`src/logic/bl_pkg.sv`:
```
// Purpose: shared constants for the backlight fade and pin control block
// Assumes: 100 MHz system clock, byte-wide register port at 8-bit addresses
// Notes: all offsets, fields, reset values and timing counts live here
// Functional notes
// - full-scale fade takes 1.3 s slow, 0.65 s fast
// - partial fades keep the full-scale ramp rate
// - control bit 5 selects fade rate
// - bit 4 picks fade target, bit 3 enables fade
// - bit 2 shared mode, bits 1/0 enable strings
// - shared mode with primary target fades both strings
// - 8-bit current codes at 04h and 05h, 0.1 mA steps
// - only pin 0 can be the dimming input
// - dimming enable bit 4 forces pin 0 input
// - direction bits 2:0, one means output
// - output pins drive their level register bit
// - level register reads sampled pin states
// - dimming input high turns strings on, low off
// - dimming applies only to strings enabled at 2bh
package bl_pkg;
   localparam logic [7:0] OFS_CONTROL   = 8'h03;
   localparam logic [7:0] OFS_PRIMARY   = 8'h04;
   localparam logic [7:0] OFS_SECONDARY = 8'h05;
   localparam logic [7:0] OFS_DIRECTION = 8'h06;
   localparam logic [7:0] OFS_LEVEL     = 8'h07;
   localparam logic [7:0] OFS_EXT_DIM   = 8'h2B;
   // control register fields
   localparam int BIT_FADE_RATE   = 5;
   localparam int BIT_FADE_TARGET = 4;
   localparam int BIT_FADE_EN     = 3;
   localparam int BIT_SHARED      = 2;
   localparam int BIT_EN_PRIMARY  = 1;
   localparam int BIT_EN_SECOND   = 0;
   // direction register field
   localparam int BIT_DIM_PIN_EN  = 4;
   // external dimming enable register fields (own layout)
   localparam int BIT_DIM_PRIMARY = 0;
   localparam int BIT_DIM_SECOND  = 1;
   localparam logic [7:0] RESET_VALUE = 8'h00;
   localparam logic [7:0] CODE_MAX    = 8'hFF;
   // fade timing
   localparam int CLOCK_HZ        = 100_000_000;
   localparam int FADE_SLOW_MS    = 1300;
   localparam int FADE_FAST_MS    = 650;
   localparam int FADE_STEPS      = 255;
   localparam int STEP_SLOW_CYC   = int'((64'(FADE_SLOW_MS) * CLOCK_HZ) / 1000 / FADE_STEPS);
   localparam int STEP_FAST_CYC   = int'((64'(FADE_FAST_MS) * CLOCK_HZ) / 1000 / FADE_STEPS);
   localparam int PIN_COUNT       = 3;
endpackage

```
`src/logic/fade_if.sv`:
```
`timescale 1ns/100ps
// Purpose: carries one fade channel's target and result
// Assumes: single clock domain
// Notes: ctrl drives target and mode, ramp returns the live code
interface fade_if;
   logic [7:0] target;
   logic       fade_on;
   logic       fast;
   logic       tick;
   logic [7:0] code;
   modport ctrl (output target, output fade_on, output fast, output tick, input code);
   modport ramp (input target, input fade_on, input fast, input tick, output code);
endinterface

```
`src/logic/backlight_fade_gpio_ctrl.sv`:
```
`timescale 1ns/100ps
// Purpose: backlight control, fade engine and pin control registers
// Assumes: serial port engine supplies byte writes/reads, pins raw
// Notes: writes take effect on the cycle after the strobe
module backlight_fade_gpio_ctrl
   import bl_pkg::*;
#(
   parameter int STEP_SLOW = bl_pkg::STEP_SLOW_CYC,
   parameter int STEP_FAST = bl_pkg::STEP_FAST_CYC
)
(
   input  wire logic        clock,
   input  wire logic        rst,
   input  wire logic        ce,
   input  wire logic [7:0]  reg_addr,
   input  wire logic        reg_write,
   input  wire logic [7:0]  reg_wdata,
   input  wire logic        reg_read,
   output logic      [7:0]  reg_rdata,
   output logic             reg_hit,
   input  wire logic [2:0]  pin_in,
   output logic      [2:0]  pin_out,
   output logic      [2:0]  pin_oe,
   output logic      [7:0]  primary_code,
   output logic      [7:0]  secondary_code,
   output logic             primary_on,
   output logic             secondary_on
);
   import bl_pkg::*;

   logic [7:0]  control_q;
   logic [7:0]  primary_q;
   logic [7:0]  secondary_q;
   logic [7:0]  direction_q;
   logic [7:0]  level_q;
   logic [7:0]  ext_dim_q;
   logic [2:0]  pin_meta_q;
   logic [2:0]  pin_sync_q;
   logic [31:0] step_cnt_q;
   logic        tick_q;
   logic [7:0]  rdata_q;

   fade_if fade_p ();
   fade_if fade_s ();

   // register decode
   wire hit_control   = reg_addr == OFS_CONTROL;
   wire hit_primary   = reg_addr == OFS_PRIMARY;
   wire hit_secondary = reg_addr == OFS_SECONDARY;
   wire hit_direction = reg_addr == OFS_DIRECTION;
   wire hit_level     = reg_addr == OFS_LEVEL;
   wire hit_ext_dim   = reg_addr == OFS_EXT_DIM;
   wire any_hit = hit_control | hit_primary | hit_secondary | hit_direction | hit_level
                | hit_ext_dim;
   assign reg_hit = any_hit;

   // control fields
   wire fade_fast   = control_q[BIT_FADE_RATE];
   wire fade_to_sec = control_q[BIT_FADE_TARGET];
   wire fade_en     = control_q[BIT_FADE_EN];
   wire shared      = control_q[BIT_SHARED];
   wire dim_pin_en  = direction_q[BIT_DIM_PIN_EN];

   // which channel ramps: shared with primary target fades both
   wire fade_prim = fade_en && !fade_to_sec;
   wire fade_sec  = fade_en && (fade_to_sec || shared);

   // register writes
   always_ff @(posedge clock or posedge rst)
   begin
      if (rst)
      begin
         control_q   <= RESET_VALUE;
         primary_q   <= RESET_VALUE;
         secondary_q <= RESET_VALUE;
         direction_q <= RESET_VALUE;
         level_q     <= RESET_VALUE;
         ext_dim_q   <= RESET_VALUE;
      end
      else if (ce && reg_write)
      begin
         if (hit_control)   control_q   <= {2'b00, reg_wdata[5:0]};
         if (hit_primary)   primary_q   <= reg_wdata;
         if (hit_secondary) secondary_q <= reg_wdata;
         if (hit_direction) direction_q <= {3'b000, reg_wdata[4], 1'b0, reg_wdata[2:0]};
         if (hit_level)     level_q     <= {5'b00000, reg_wdata[2:0]};
         if (hit_ext_dim)   ext_dim_q   <= {6'b000000, reg_wdata[1:0]};
      end
   end

   // pin synchroniser, two stages
   always_ff @(posedge clock or posedge rst)
   begin
      if (rst)
      begin
         pin_meta_q <= 3'h0;
         pin_sync_q <= 3'h0;
      end
      else if (ce)
      begin
         pin_meta_q <= pin_in;
         pin_sync_q <= pin_meta_q;
      end
   end

   // shared step timer: full-scale time over 255 codes
   wire [31:0] step_len = fade_fast ? 32'(STEP_FAST) : 32'(STEP_SLOW);
   wire        step_end = step_cnt_q >= step_len - 32'h0000_0001;
   always_ff @(posedge clock or posedge rst)
   begin
      if (rst)
      begin
         step_cnt_q <= 32'h0000_0000;
         tick_q     <= 1'b0;
      end
      else if (ce)
      begin
         step_cnt_q <= (step_end || !fade_en) ? 32'h0000_0000 : step_cnt_q + 32'h0000_0001;
         tick_q     <= step_end && fade_en;
      end
   end

   // fade channel inputs
   assign fade_p.target  = primary_q;
   assign fade_p.fade_on = fade_prim;
   assign fade_p.fast    = fade_fast;
   assign fade_p.tick    = tick_q;
   assign fade_s.target  = shared ? primary_q : secondary_q;
   assign fade_s.fade_on = fade_sec;
   assign fade_s.fast    = fade_fast;
   assign fade_s.tick    = tick_q;

   fade_ramp u_ramp_p (
      .clock (clock),
      .rst   (rst),
      .ce    (ce),
      .ch    (fade_p)
   );
   fade_ramp u_ramp_s (
      .clock (clock),
      .rst   (rst),
      .ce    (ce),
      .ch    (fade_s)
   );

   // shared mode: secondary follows primary live code unless it fades alone
   wire [7:0] sec_live = (shared && !fade_to_sec) ? fade_p.code : fade_s.code;
   assign primary_code   = fade_p.code;
   assign secondary_code = sec_live;

   // external dimming gate on pin 0 only
   wire dim_level = pin_sync_q[0];
   wire gate_p = !(dim_pin_en && ext_dim_q[BIT_DIM_PRIMARY]) || dim_level;
   wire gate_s = !(dim_pin_en && ext_dim_q[BIT_DIM_SECOND]) || dim_level;
   assign primary_on   = control_q[BIT_EN_PRIMARY] && gate_p;
   assign secondary_on = control_q[BIT_EN_SECOND] && gate_s;

   // pin drivers: dimming enable forces pin 0 to input
   wire [2:0] dir_bits = direction_q[2:0];
   assign pin_oe  = {dir_bits[2:1], dir_bits[0] && !dim_pin_en};
   assign pin_out = level_q[2:0] & pin_oe;

   // read data, registered
   wire [7:0] rd_mux =
        hit_control   ? control_q
      : hit_primary   ? primary_q
      : hit_secondary ? secondary_q
      : hit_direction ? direction_q
      : hit_level     ? {5'b00000, pin_sync_q}
      : hit_ext_dim   ? ext_dim_q
      : 8'h00;
   always_ff @(posedge clock or posedge rst)
   begin
      if (rst)
         rdata_q <= 8'h00;
      else if (ce && reg_read)
         rdata_q <= rd_mux;
   end
   assign reg_rdata = rdata_q;
endmodule

```
`src/logic/fade_ramp.sv`:
```
`timescale 1ns/100ps
// Purpose: steps one live current code toward its target
// Assumes: tick comes from shared step timer
// Notes: one code per tick keeps rate fixed for any span
module fade_ramp
   import bl_pkg::*;
(
   input  wire logic clock,
   input  wire logic rst,
   input  wire logic ce,
   fade_if.ramp      ch
);
   logic [7:0] code_q;
   logic [7:0] code_d;
   wire        go_up   = code_q < ch.target;
   wire        go_down = code_q > ch.target;

   // step toward target or jump when fading off
   always_comb
   begin
      code_d = code_q;
      if (!ch.fade_on)
         code_d = ch.target;
      else if (ch.tick && go_up)
         code_d = code_q + 8'h01;
      else if (ch.tick && go_down)
         code_d = code_q - 8'h01;
   end

   always_ff @(posedge clock or posedge rst)
   begin
      if (rst)
         code_q <= RESET_VALUE;
      else if (ce)
         code_q <= code_d;
   end

   assign ch.code = code_q;
endmodule

```
`config.mk`:
```
export PLATFORM = sky130hd
export DESIGN_NAME = backlight_fade_gpio_ctrl
export DESIGN_NICKNAME = d
export VERILOG_FILES = /design/src/logic/bl_pkg.sv /design/src/logic/fade_if.sv /design/src/logic/backlight_fade_gpio_ctrl.sv /design/src/logic/fade_ramp.sv
export SDC_FILE = /design/constraint.sdc
export NUM_CORES = 1
export LEC_CHECK = 0
export BUFFER_PORTS_ARGS = -buffer_cell sky130_fd_sc_hd__buf_4
export CAP_MARGIN = 5
export CORE_ASPECT_RATIO = 0.8
export CORE_MARGIN = 2
export CORE_UTILIZATION = 45
export CTS_CLUSTER_DIAMETER = 50
export DETAILED_ROUTE_END_ITERATION = 8
export GPL_TIMING_DRIVEN = 0
export PLACE_DENSITY = 0.69
export SETUP_SLACK_MARGIN = 0.05
export SYNTH_ARGS = -nofsm -noshare
export SYNTH_HDL_FRONTEND = slang
export SYNTH_SLANG_ARGS = --single-unit
```
`constraint.sdc`:
```
create_clock -name clock -period 3.6 [get_ports clock]
set_clock_uncertainty 0.2 [all_clocks]
set_input_delay 0.18 -clock clock [delete_from_list [all_inputs] [get_ports clock]]
set_output_delay 0.18 -clock clock [all_outputs]
set_load 0.05 [all_outputs]
```
## Word level (Yosys, flattened, before mapping)

Cells that the tools add are included.

| cells by class | value |
|---|---|
| order comparisons | 5 |
| bitwise logic cells | 6 |
| equality and inequality tests | 8 |
| reductions and logical operators | 32 |
| add/subtract/negate cells | 6 |
| mux-type cells | 16 |

Operators by type and width:

| kind | count |
|---|---|
| 8-bit two-way mux | 11 |
| 32-bit by 1-bit adder with 32-bit output (second input constant) | 1 |
| 8-bit by 3-bit == test with 1-bit output (second input constant) | 4 |
| 32-bit greater-or-equal comparator | 1 |
| 32-bit two-way mux | 1 |
| 19-bit by 1-bit subtractor with 20-bit output (second input constant) | 1 |
| 19-bit two-way mux | 1 |
| 8-bit by 1-bit adder with 8-bit output (second input constant) | 2 |
| 8-bit greater-than comparator | 2 |
| 8-bit < comparator | 2 |
| 2-bit AND reduction | 8 |
| 8-bit by 1-bit subtractor with 8-bit output (second input constant) | 2 |
| 1-bit logical AND | 15 |
| 8-bit by 2-bit == test with 1-bit output (second input constant) | 1 |
| 8-bit by 6-bit == test with 1-bit output (second input constant) | 1 |
| 3-bit inequality test (second input constant) | 2 |
| 1-bit logical NOT | 5 |
| 5-bit two-way mux | 1 |
| 1-bit OR | 5 |
| 1-bit logical OR | 4 |
| 3-bit bitwise AND | 1 |
| 3-bit two-way mux | 1 |
| 2-bit two-way mux | 1 |

| storage, ports and cells | value |
|---|---|
| logic and storage cells | 86 |
| bits in registers | 94 |
| output and inout bits | 33 |
| bits of input ports | 24 |

## Logic depth before layout (Yosys ltp)

Gate-level depths: netlist (run 1).

| depth | value |
|---|---|
| word-level depth | 7 |
| depth in mapped cells | 13 |
| depth with buffers taken out | 12 |

## Hierarchy

A second synthesis (run 1) with hierarchy kept.

| second synthesis, totals | value |
|---|---|
| cells, all modules | 593 |
| area total of the unflattened synthesis | 6,088.3 um^2 |

Modules (own cells, without submodules):

| module | area each (um^2) | times used | seq. area each (um^2) | cells an instance |
|---|---|---|---|---|
| backlight_fade_gpio_ctrl | 4,314.1 | 1 | 1,951.9 | 387 |
| fade_ramp | 887.1 | 2 | 200.2 | 103 |

## Least setup slack after synthesis (run 1)

OpenSTA, ideal clock, no wires.

| timing path | value |
|---|---|
| path kind | register -> register |
| start | register control_q[2] |
| end | register u_ramp_s.code_q[7], in the netlist u_ramp_s.ch.code[7] |
| path buffers | 1 |
| data required time | 3.279 ns |
| clock period less this slack | 3.846 ns |
| setup slack | -0.246 ns |
| setup time | 0.121 ns |
| data arrival time | 3.525 ns |
| stages on the path, launching flop included | 14 |
| path through | dfrtp_1 buf_1 mux2i_1 ha_1 and4b_1 a211oi_1 o2111ai_1 ha_1 a21oi_1 o211ai_1 o41ai_1 xor2_1 a21oi_1 o22a_1 |

| between the ends | value |
|---|---|
| longest elaborated chain between the ends | 5 |
| elaborated cells between the ends (all ways) | 11 |
| those cells by class | order compare: 2; eq/ne: 1; mux: 3; reduce/logical: 5 |

Ends and longest elaborated chain:

| item | line | RTL |
|---|---|---|
| from (decl) | backlight_fade_gpio_ctrl.sv:31 | `logic [7:0] control_q;` |
| from (signal assigned) | backlight_fade_gpio_ctrl.sv:82 | `if (hit_control) control_q <= {2'b00, reg_wdata[5:0]};` |
| 8-bit two-way mux | backlight_fade_gpio_ctrl.sv:128 | `assign fade_s.target = shared ? primary_q : secondary_q;` |
| 8-bit greater-than comparator or 8-bit < comparator (tied branches) | fade_ramp.sv:16, fade_ramp.sv:15 |  |
| 1-bit logical AND, on equally long branches | fade_ramp.sv:26, fade_ramp.sv:24 |  |
| 3-bit inequality test (no line) or 8-bit two-way mux (tied branches) | - |  |
| 2-bit AND reduction (no line) or 8-bit two-way mux (tied branches) | - |  |
| to (signal assigned) | fade_ramp.sv:35 | `code_q <= code_d;` |
| to (decl) | fade_ramp.sv:13 | `logic [7:0] code_q;` |

Several ways; a longest one is shown, not always the timed one.
A chain may end at the register's enable or synchronous reset.

## Worst setup path in the final report (run 1)

Ends and elaborated chain as after synthesis.

==> results of run 1 <==
per-layer routing:
metal | vias to the layer above | wire [um]
li1 | 2350 | -
met1 | 2435 | 6770
met3 | 26 | 770
met5 | - | 0
met4 | 0 | 263
met2 | 152 | 7660
area by class of cell:
type	instances	area (um2)
plain buffers	21	100
clock inverters	5	60.1
multi-input cells	455	3450
fillers	1009	5000
repair buffers	92	792
inverters	25	96.3
clock buffers	11	233
flip-flops and latches	94	2360
well taps	171	214
per-stage QoR:
step / worst slack [ns] / utilization (%)
final: -0.103 / 59.4
after detailed placement: -0.634 / 52.0
after global placement: -0.593 / 51.7
after CTS: -0.115 / 57.8
after global routing: -0.179 / 59.4
after floorplan: 0.0690 / -
critical path, delay by kind of cell (launching register included):
| kind | cells | cell delay, ns |
|---|---|---|
| simple gates | 2 | 0.27 |
| fa+ha+maj | 2 | 0.55 |
| flops | 1 | 0.44 |
| xor+xnor | 1 | 0.17 |
| compound gates | 6 | 1.24 |
| mux | 1 | 0.32 |
| buf+inv | 2 | 0.39 |
flip-flops by register name, summed over array words and instances, names as in the netlist:
register and cells:
pin_sync_q 3, step_cnt_q 32, ext_dim_q 2, level_q 3
pin_meta_q 3, fade_p.tick 1, secondary_q 8, u_ramp_p.ch.code 8
reg_rdata 8, control_q 6, direction_q 4, fade_p.target 8
u_ramp_s.ch.code 8
logic make-up (layout without fill, tap and decap cells):
group | Yosys count | in the layout | share of synthesized area, %
adders and majority gates | 41 | 41 | 9.22
and+or+nand+nor | 201 | 201 | 17.0
xor gates and xnor gates | 34 | 34 | 5.20
AOI/OAI and AO/OA | 125 | 125 | 13.8
muxes | 54 | 54 | 10.5
buffers and inverters | 46 | 154 | 3.19
DFF | 94 | 94 | 41.1
power groups by stage:
stage          Clock, W  Sequential [W]  Combinational, W
2_1_floorplan         0         0.00117          0.000242
3_3_place_gp          0         0.00115          0.000370
3_5_place_dp          0         0.00115          0.000388
4_1_cts        0.000966         0.00113          0.000430
5_1_grt         0.00102         0.00114          0.000505
6_report       0.000961         0.00113          0.000467
synth_stat cells, types with 3 or more instances:
library cell,instances
buf_1,4
xnor2_1,20
and2_1,3
a2bb2oi_1,4
xor2_1,14
nor2_1,58
o21bai_1,3
nand2_1,57
nor3_1,12
inv_1,25
nor2b_1,5
a31o_2,3
a21o_1,12
clkbuf_1,13
mux2i_1,14
nor4_1,6
o21ai_0,36
mux2_2,39
nand4_1,12
a31oi_1,8
a21boi_0,3
o31ai_1,5
nand2b_1,6
o2111ai_1,3
a21oi_1,28
o211ai_1,4
dfrtp_1,94
ha_1,39
o41ai_1,3
and3_1,10
a22oi_1,3
or3_1,6
nand3_1,16
how the worst max path moves through the flow:
| stage | startpoint | endpoint | slack [ns] | cells after the start |
|---|---|---|---|---|
| final | control_q[2] | u_ramp_s.ch.code[7] | -0.10 | 14 |
| after global routing | control_q[2] | u_ramp_s.ch.code[7] | -0.18 | 14 |
| after CTS | control_q[2] | u_ramp_s.ch.code[7] | -0.12 | 14 |
| after detailed placement | control_q[2] | u_ramp_s.ch.code[7] | -0.63 | 13 |
| after global placement | control_q[2] | u_ramp_s.ch.code[7] | -0.59 | 13 |
| after floorplan | control_q[2] | u_ramp_s.ch.code[7] | 0.07 | 13 |
what timing repair did:
item                                   CTS  global route
endpoints found under the hold margin   67             0
gates resized for setup                 23            25
gates cloned                             1             0
pin swaps                                7            14
hold buffers                            16             0
buffers inserted                        10            10
setup endpoints to repair                7             7
==> impl_metrics.ini, run 1 <==
[pwr]
p_switching_w = 0.000733
power_frac_seq_pct = 44.3
irDropWorstVdd_v = 0.000272
swShare_pct = 28.6
power_frac_comb_pct = 18.2
p_per_area_nw_per_um2 = 351
p_clk_share_pct = 37.5
power_w = 0.00256
p_leak_nw = 3.23
p_int_w = 0.00183

[critical_path]
path_class = flop to flop
start_kind = flop
rrSetupSlack_ns = -0.10
crit_top_cell = ha_4
crit_path_max_fanout = 5
crit_arrival_ns = 3.74
ff2ff_path_depth = 14
r2r-start = control_q[2]
end_kind = flop
cp.required_ns = 3.64
r2r-end = u_ramp_s.ch.code[7]
worst_path_largest_cell_delay_ns = 0.44
cp_cell_sequence = buf_8 > mux2i_4 > ha_4 > and4b_1 > a211oi_2 > o2111ai_4 > buf_12 > ha_4 > nand3_2 > o211ai_1 > o41ai_2 > xor2_1 > a2bb2oi_1 > o22a_1
cp_slowest_cell = dfrtp_1

[floorplan]
die_w_um = 130
die_area_um2 = 13600
rows = 36
core_area_um2 = 12300
initial_core_util_pct = 46.6
io_pins = 57
die_h_um = 105

[detailed_routing]
vias = 4963
avgRoutedWirePerCell_um = 17.7
ant_nets = 0
drtIter0Drc = 350
firstDrtPassIters = 5
drc = 0
via_per_inst = 5.68
drt_wl_total_mm = 15.5

[timing]
clock.fmax_mhz = 270
setup_ws_ns = -0.103
setup_tns_ns = -0.131
worstMarginPinSlew_ns = 0.819
min_period_over_period_pct = 103
setup_viol = 3
hold_violations = 0
fin_hold_ws_ns = 0.0382
rsz0062_at_grt = true
drv_slew = 0
slew_headroom_pct = 45.2
fin_crit_ns = 3.70

[synth]
synth_top_cell_by_area = dfrtp_1
synth_edf_count = 0
async_reset_ff_share_pct = 100
synth_nets = 660
synth-seq-cells = 94
ys_seq_area_share_pct = 41.1
ys_types = 51
synthFlopType = dfrtp_1
synth_cells = 595
syn_area_per_cell_um2 = 9.62
yosys-top-cells-area = dfrtp_1 (41%), ha_1 (8.5%), mux2_2 (7.7%)
synth_top_area_share_pct = 41.1
netlist_area_um2 = 5730
yosys_warnings = 0

[placed_design]
hpwlAfterDp_mm = 10.6
placed_area_um2 = 6390
post-place-cells = 821
gp_congestion = 0.915
port_buffers = 54

[cts]
path_clk_slew_ns = 0.07
clkSinkCount = 94
numCtsBuffers = 9
htreeDepth = 3
cts_tree = done
cts_buffer_depth = 2
cts_root_buffer = clkbuf_16
clk_latency_ns = 0.35

[hold_path]
min_path_cells = 3
holdPathEnd = reg_rdata[2]
worst_hold_path_type = primary input to flop
min_from = reg_addr[2]

[final_layout]
antenna_cells = 0
final_cell_mix = dfrtp_1 (89), buf_4 (74), nor2_1 (58), nand2_1 (56), mux2_2 (39)
final_cells = 874
final_common_cell = dfrtp_1
drive_gt1_share_pct = 25.7
syn2layout_area_growth_pct = 27.5
nNetsFinal = 763
finish.instance_area_um2 = 7300

[global_routing]
gr-total-overflow = 0
antenna_found_initial = 0
globalRouteTotalUtil_pct = 22.9
grt_pass1_vias = 4821
grt_pass1_wl_mm = 24.7
met3_usage_pct = 4.56
met1_usage_pct = 31.2
met2_usage_pct = 37.2
grt-busiest-layer = met2
grt_start_max_net_pins = 65

[outcome]
violations = setup timing
status = finished with violations

[job]
cap_violations = 0
(Power assumes the default switching activity.)
==> inputs of run 2 (changes only) <==
--- a/config.mk
+++ b/config.mk
@@ -13,8 +13,9 @@
 export CTS_CLUSTER_DIAMETER = 50
 export DETAILED_ROUTE_END_ITERATION = 8
 export GPL_TIMING_DRIVEN = 0
-export PLACE_DENSITY = 0.69
+export PLACE_DENSITY = 0.66
 export SETUP_SLACK_MARGIN = 0.05
+export SKIP_LAST_GASP = 1
 export SYNTH_ARGS = -nofsm -noshare
 export SYNTH_HDL_FRONTEND = slang
 export SYNTH_SLANG_ARGS = --single-unit
==> constraint.sdc (replaced) <==
create_clock -name clock -period 4.02 [get_ports clock]
set_clock_uncertainty 0.2 [all_clocks]
set_input_delay 0.201 -clock clock [delete_from_list [all_inputs] [get_ports clock]]
set_output_delay 0.201 -clock clock [all_outputs]
set_load 0.05 [all_outputs]
==> impl_metrics.ini, run 2 (synthesis results as in run 1) <==
[final_layout]
top_register = step_cnt_q
nNetsFinal = 747
largest_reg_flops = 32
syn2layout_area_growth_pct = 21.5
drive_gt1_share_pct = 19.7
final_cell_mix = dfrtp_1 (93), buf_4 (61), nor2_1 (58), nand2_1 (57)
antenna_cells = 0
final_common_cell = dfrtp_1
finish.instance_area_um2 = 6960

[detailed_routing]
vias = 4738
via_per_inst = 5.53
drt_wl_total_mm = 14.3
ant_nets = 0
drtIter0Drc = 238
drc = 0
avgRoutedWirePerCell_um = 16.7
firstDrtPassIters = 5

[cts]
cts_tree = done
clk_latency_ns = 0.34
cts_root_buffer = clkbuf_16
htreeDepth = 3
path_clk_slew_ns = 0.06
clkSinkCount = 94
cts_buffer_depth = 2
numCtsBuffers = 9

[hold_path]
min_from = reg_addr[2]
holdPathEnd = reg_rdata[2]
min_path_cells = 3
worst_hold_path_type = primary input to flop

[floorplan]
die_area_um2 = 13600
io_pins = 57
die_w_um = 130
core_area_um2 = 12300
die_h_um = 105
rows = 36
initial_core_util_pct = 46.6

[outcome]
status = completed

[placed_design]
placed_area_um2 = 6370
port_buffers = 54
gp_congestion = 0.881
hpwlAfterDp_mm = 10.6

[global_routing]
antenna_found_initial = 0
grt_pass1_vias = 4824
grt_pass1_wl_mm = 24.2
grt_start_max_net_pins = 64
globalRouteTotalUtil_pct = 22.3
gr-total-overflow = 0

[critical_path]
crit_path_max_fanout = 10
ff2ff_path_depth = 13
r2r-start = control_q[2]
start_kind = flop
path_class = flop to flop
r2r-end = u_ramp_s.ch.code[7]
rrSetupSlack_ns = 0.20
end_kind = flop
crit_arrival_ns = 3.85
cp.required_ns = 4.04

[timing]
rsz0062_at_grt = true
drv_slew = 0
fin_hold_ws_ns = 0.0360
slew_headroom_pct = 48.3
clock.fmax_mhz = 261
fin_crit_ns = 3.82
setup_viol = 0
hold_violations = 0
min_period_over_period_pct = 95.1
worstMarginPinSlew_ns = 0.770

[job]
cap_violations = 0

[pwr]
p_per_area_nw_per_um2 = 326
p_leak_nw = 3.12
irDropWorstVdd_v = 0.000282
[run 2: timing repair]
| item | CTS | global route |
|---|---|---|
| pin swaps | 1 | 1 |
| resized for setup | 8 | 9 |
| buffers inserted | 3 | 2 |
| endpoints found under the setup margin | 6 | 4 |
| endpoints found under the hold margin | 67 | 0 |
| gates cloned | 0 | 0 |
| hold buffers | 16 | 0 |
[run 2: area by class of cell]
class / instances / area [um2]
inverters: 25 / 96.3
multi-input cells: 455 / 3250
flip-flops and latches: 94 / 2350
well taps: 171 / 214
fillers: 1076 / 5340
clock buffers: 11 / 233
plain buffers: 21 / 105
repair buffers: 76 / 631
clock inverters: 4 / 72.6
[run 2: worst max-delay path by stage]
| stage | cells after the start | startpoint | endpoint | slack, ns |
|---|---|---|---|---|
| after global placement | 13 | control_q[2] | u_ramp_s.ch.code[7] | -0.71 |
| after global routing | 13 | control_q[2] | u_ramp_s.ch.code[7] | 0.01 |
| final | 13 | control_q[2] | u_ramp_s.ch.code[7] | 0.20 |
| after detailed placement | 13 | control_q[2] | u_ramp_s.ch.code[7] | -0.68 |
| after floorplan | 13 | control_q[2] | u_ramp_s.ch.code[7] | 0.17 |
| after CTS | 13 | control_q[2] | u_ramp_s.ch.code[7] | 0.06 |
[run 2: stage by stage]
| step | util (%) | total power (W) | setup WS, ns | cells | setup TNS [ns] |
|---|---|---|---|---|---|
| 2_1_floorplan | - | 0.00126 | 0.174 | 595 | 0 |
| 3_3_place_gp | 51.6 | 0.00136 | -0.705 | 820 | -1.96 |
| 3_5_place_dp | 51.8 | 0.00137 | -0.684 | 821 | -1.99 |
| 4_1_cts | 56.1 | 0.00228 | 0.0580 | 855 | 0 |
| 5_1_grt | 56.6 | 0.00237 | 0.0101 | 857 | 0 |
| 6_report | 56.6 | 0.00227 | 0.195 | 857 | 0 |
[run 2: critical path, stage by stage, from the launching register on]
cell and delay, ns:
dfrtp_2 0.43, buf_12 0.17, mux2i_4 0.28, ha_1 0.29, and4b_1 0.21, a211oi_1 0.25, o2111ai_2 0.29, ha_1 0.36
a21oi_1 0.24, o211ai_1 0.18, o41ai_2 0.26, xor2_1 0.23, a21oi_1 0.09, o22a_1 0.21
[run 2: where the power goes]
group | total, W | switching, W | internal (W)
Clock | 0.000888 | 0.000347 | 0.000541
Combinational | 0.000366 | 0.000216 | 0.000150
Sequential | 0.00102 | 0.0000392 | 0.000976
Total | 0.00227 | 0.000602 | 0.00167
[run 2: metal layers]
metal / routed length [um] / GRT usage (%) / share of wire (%) / up-vias
met5: 0 / 0 / 0 / -
met4: 263 / 5.45 / 1.8 / 0
met3: 559 / 4.61 / 3.9 / 18
met2: 6730 / 35.5 / 47 / 82
met1: 6740 / 31.3 / 47 / 2324
li1: - / - / - / 2314
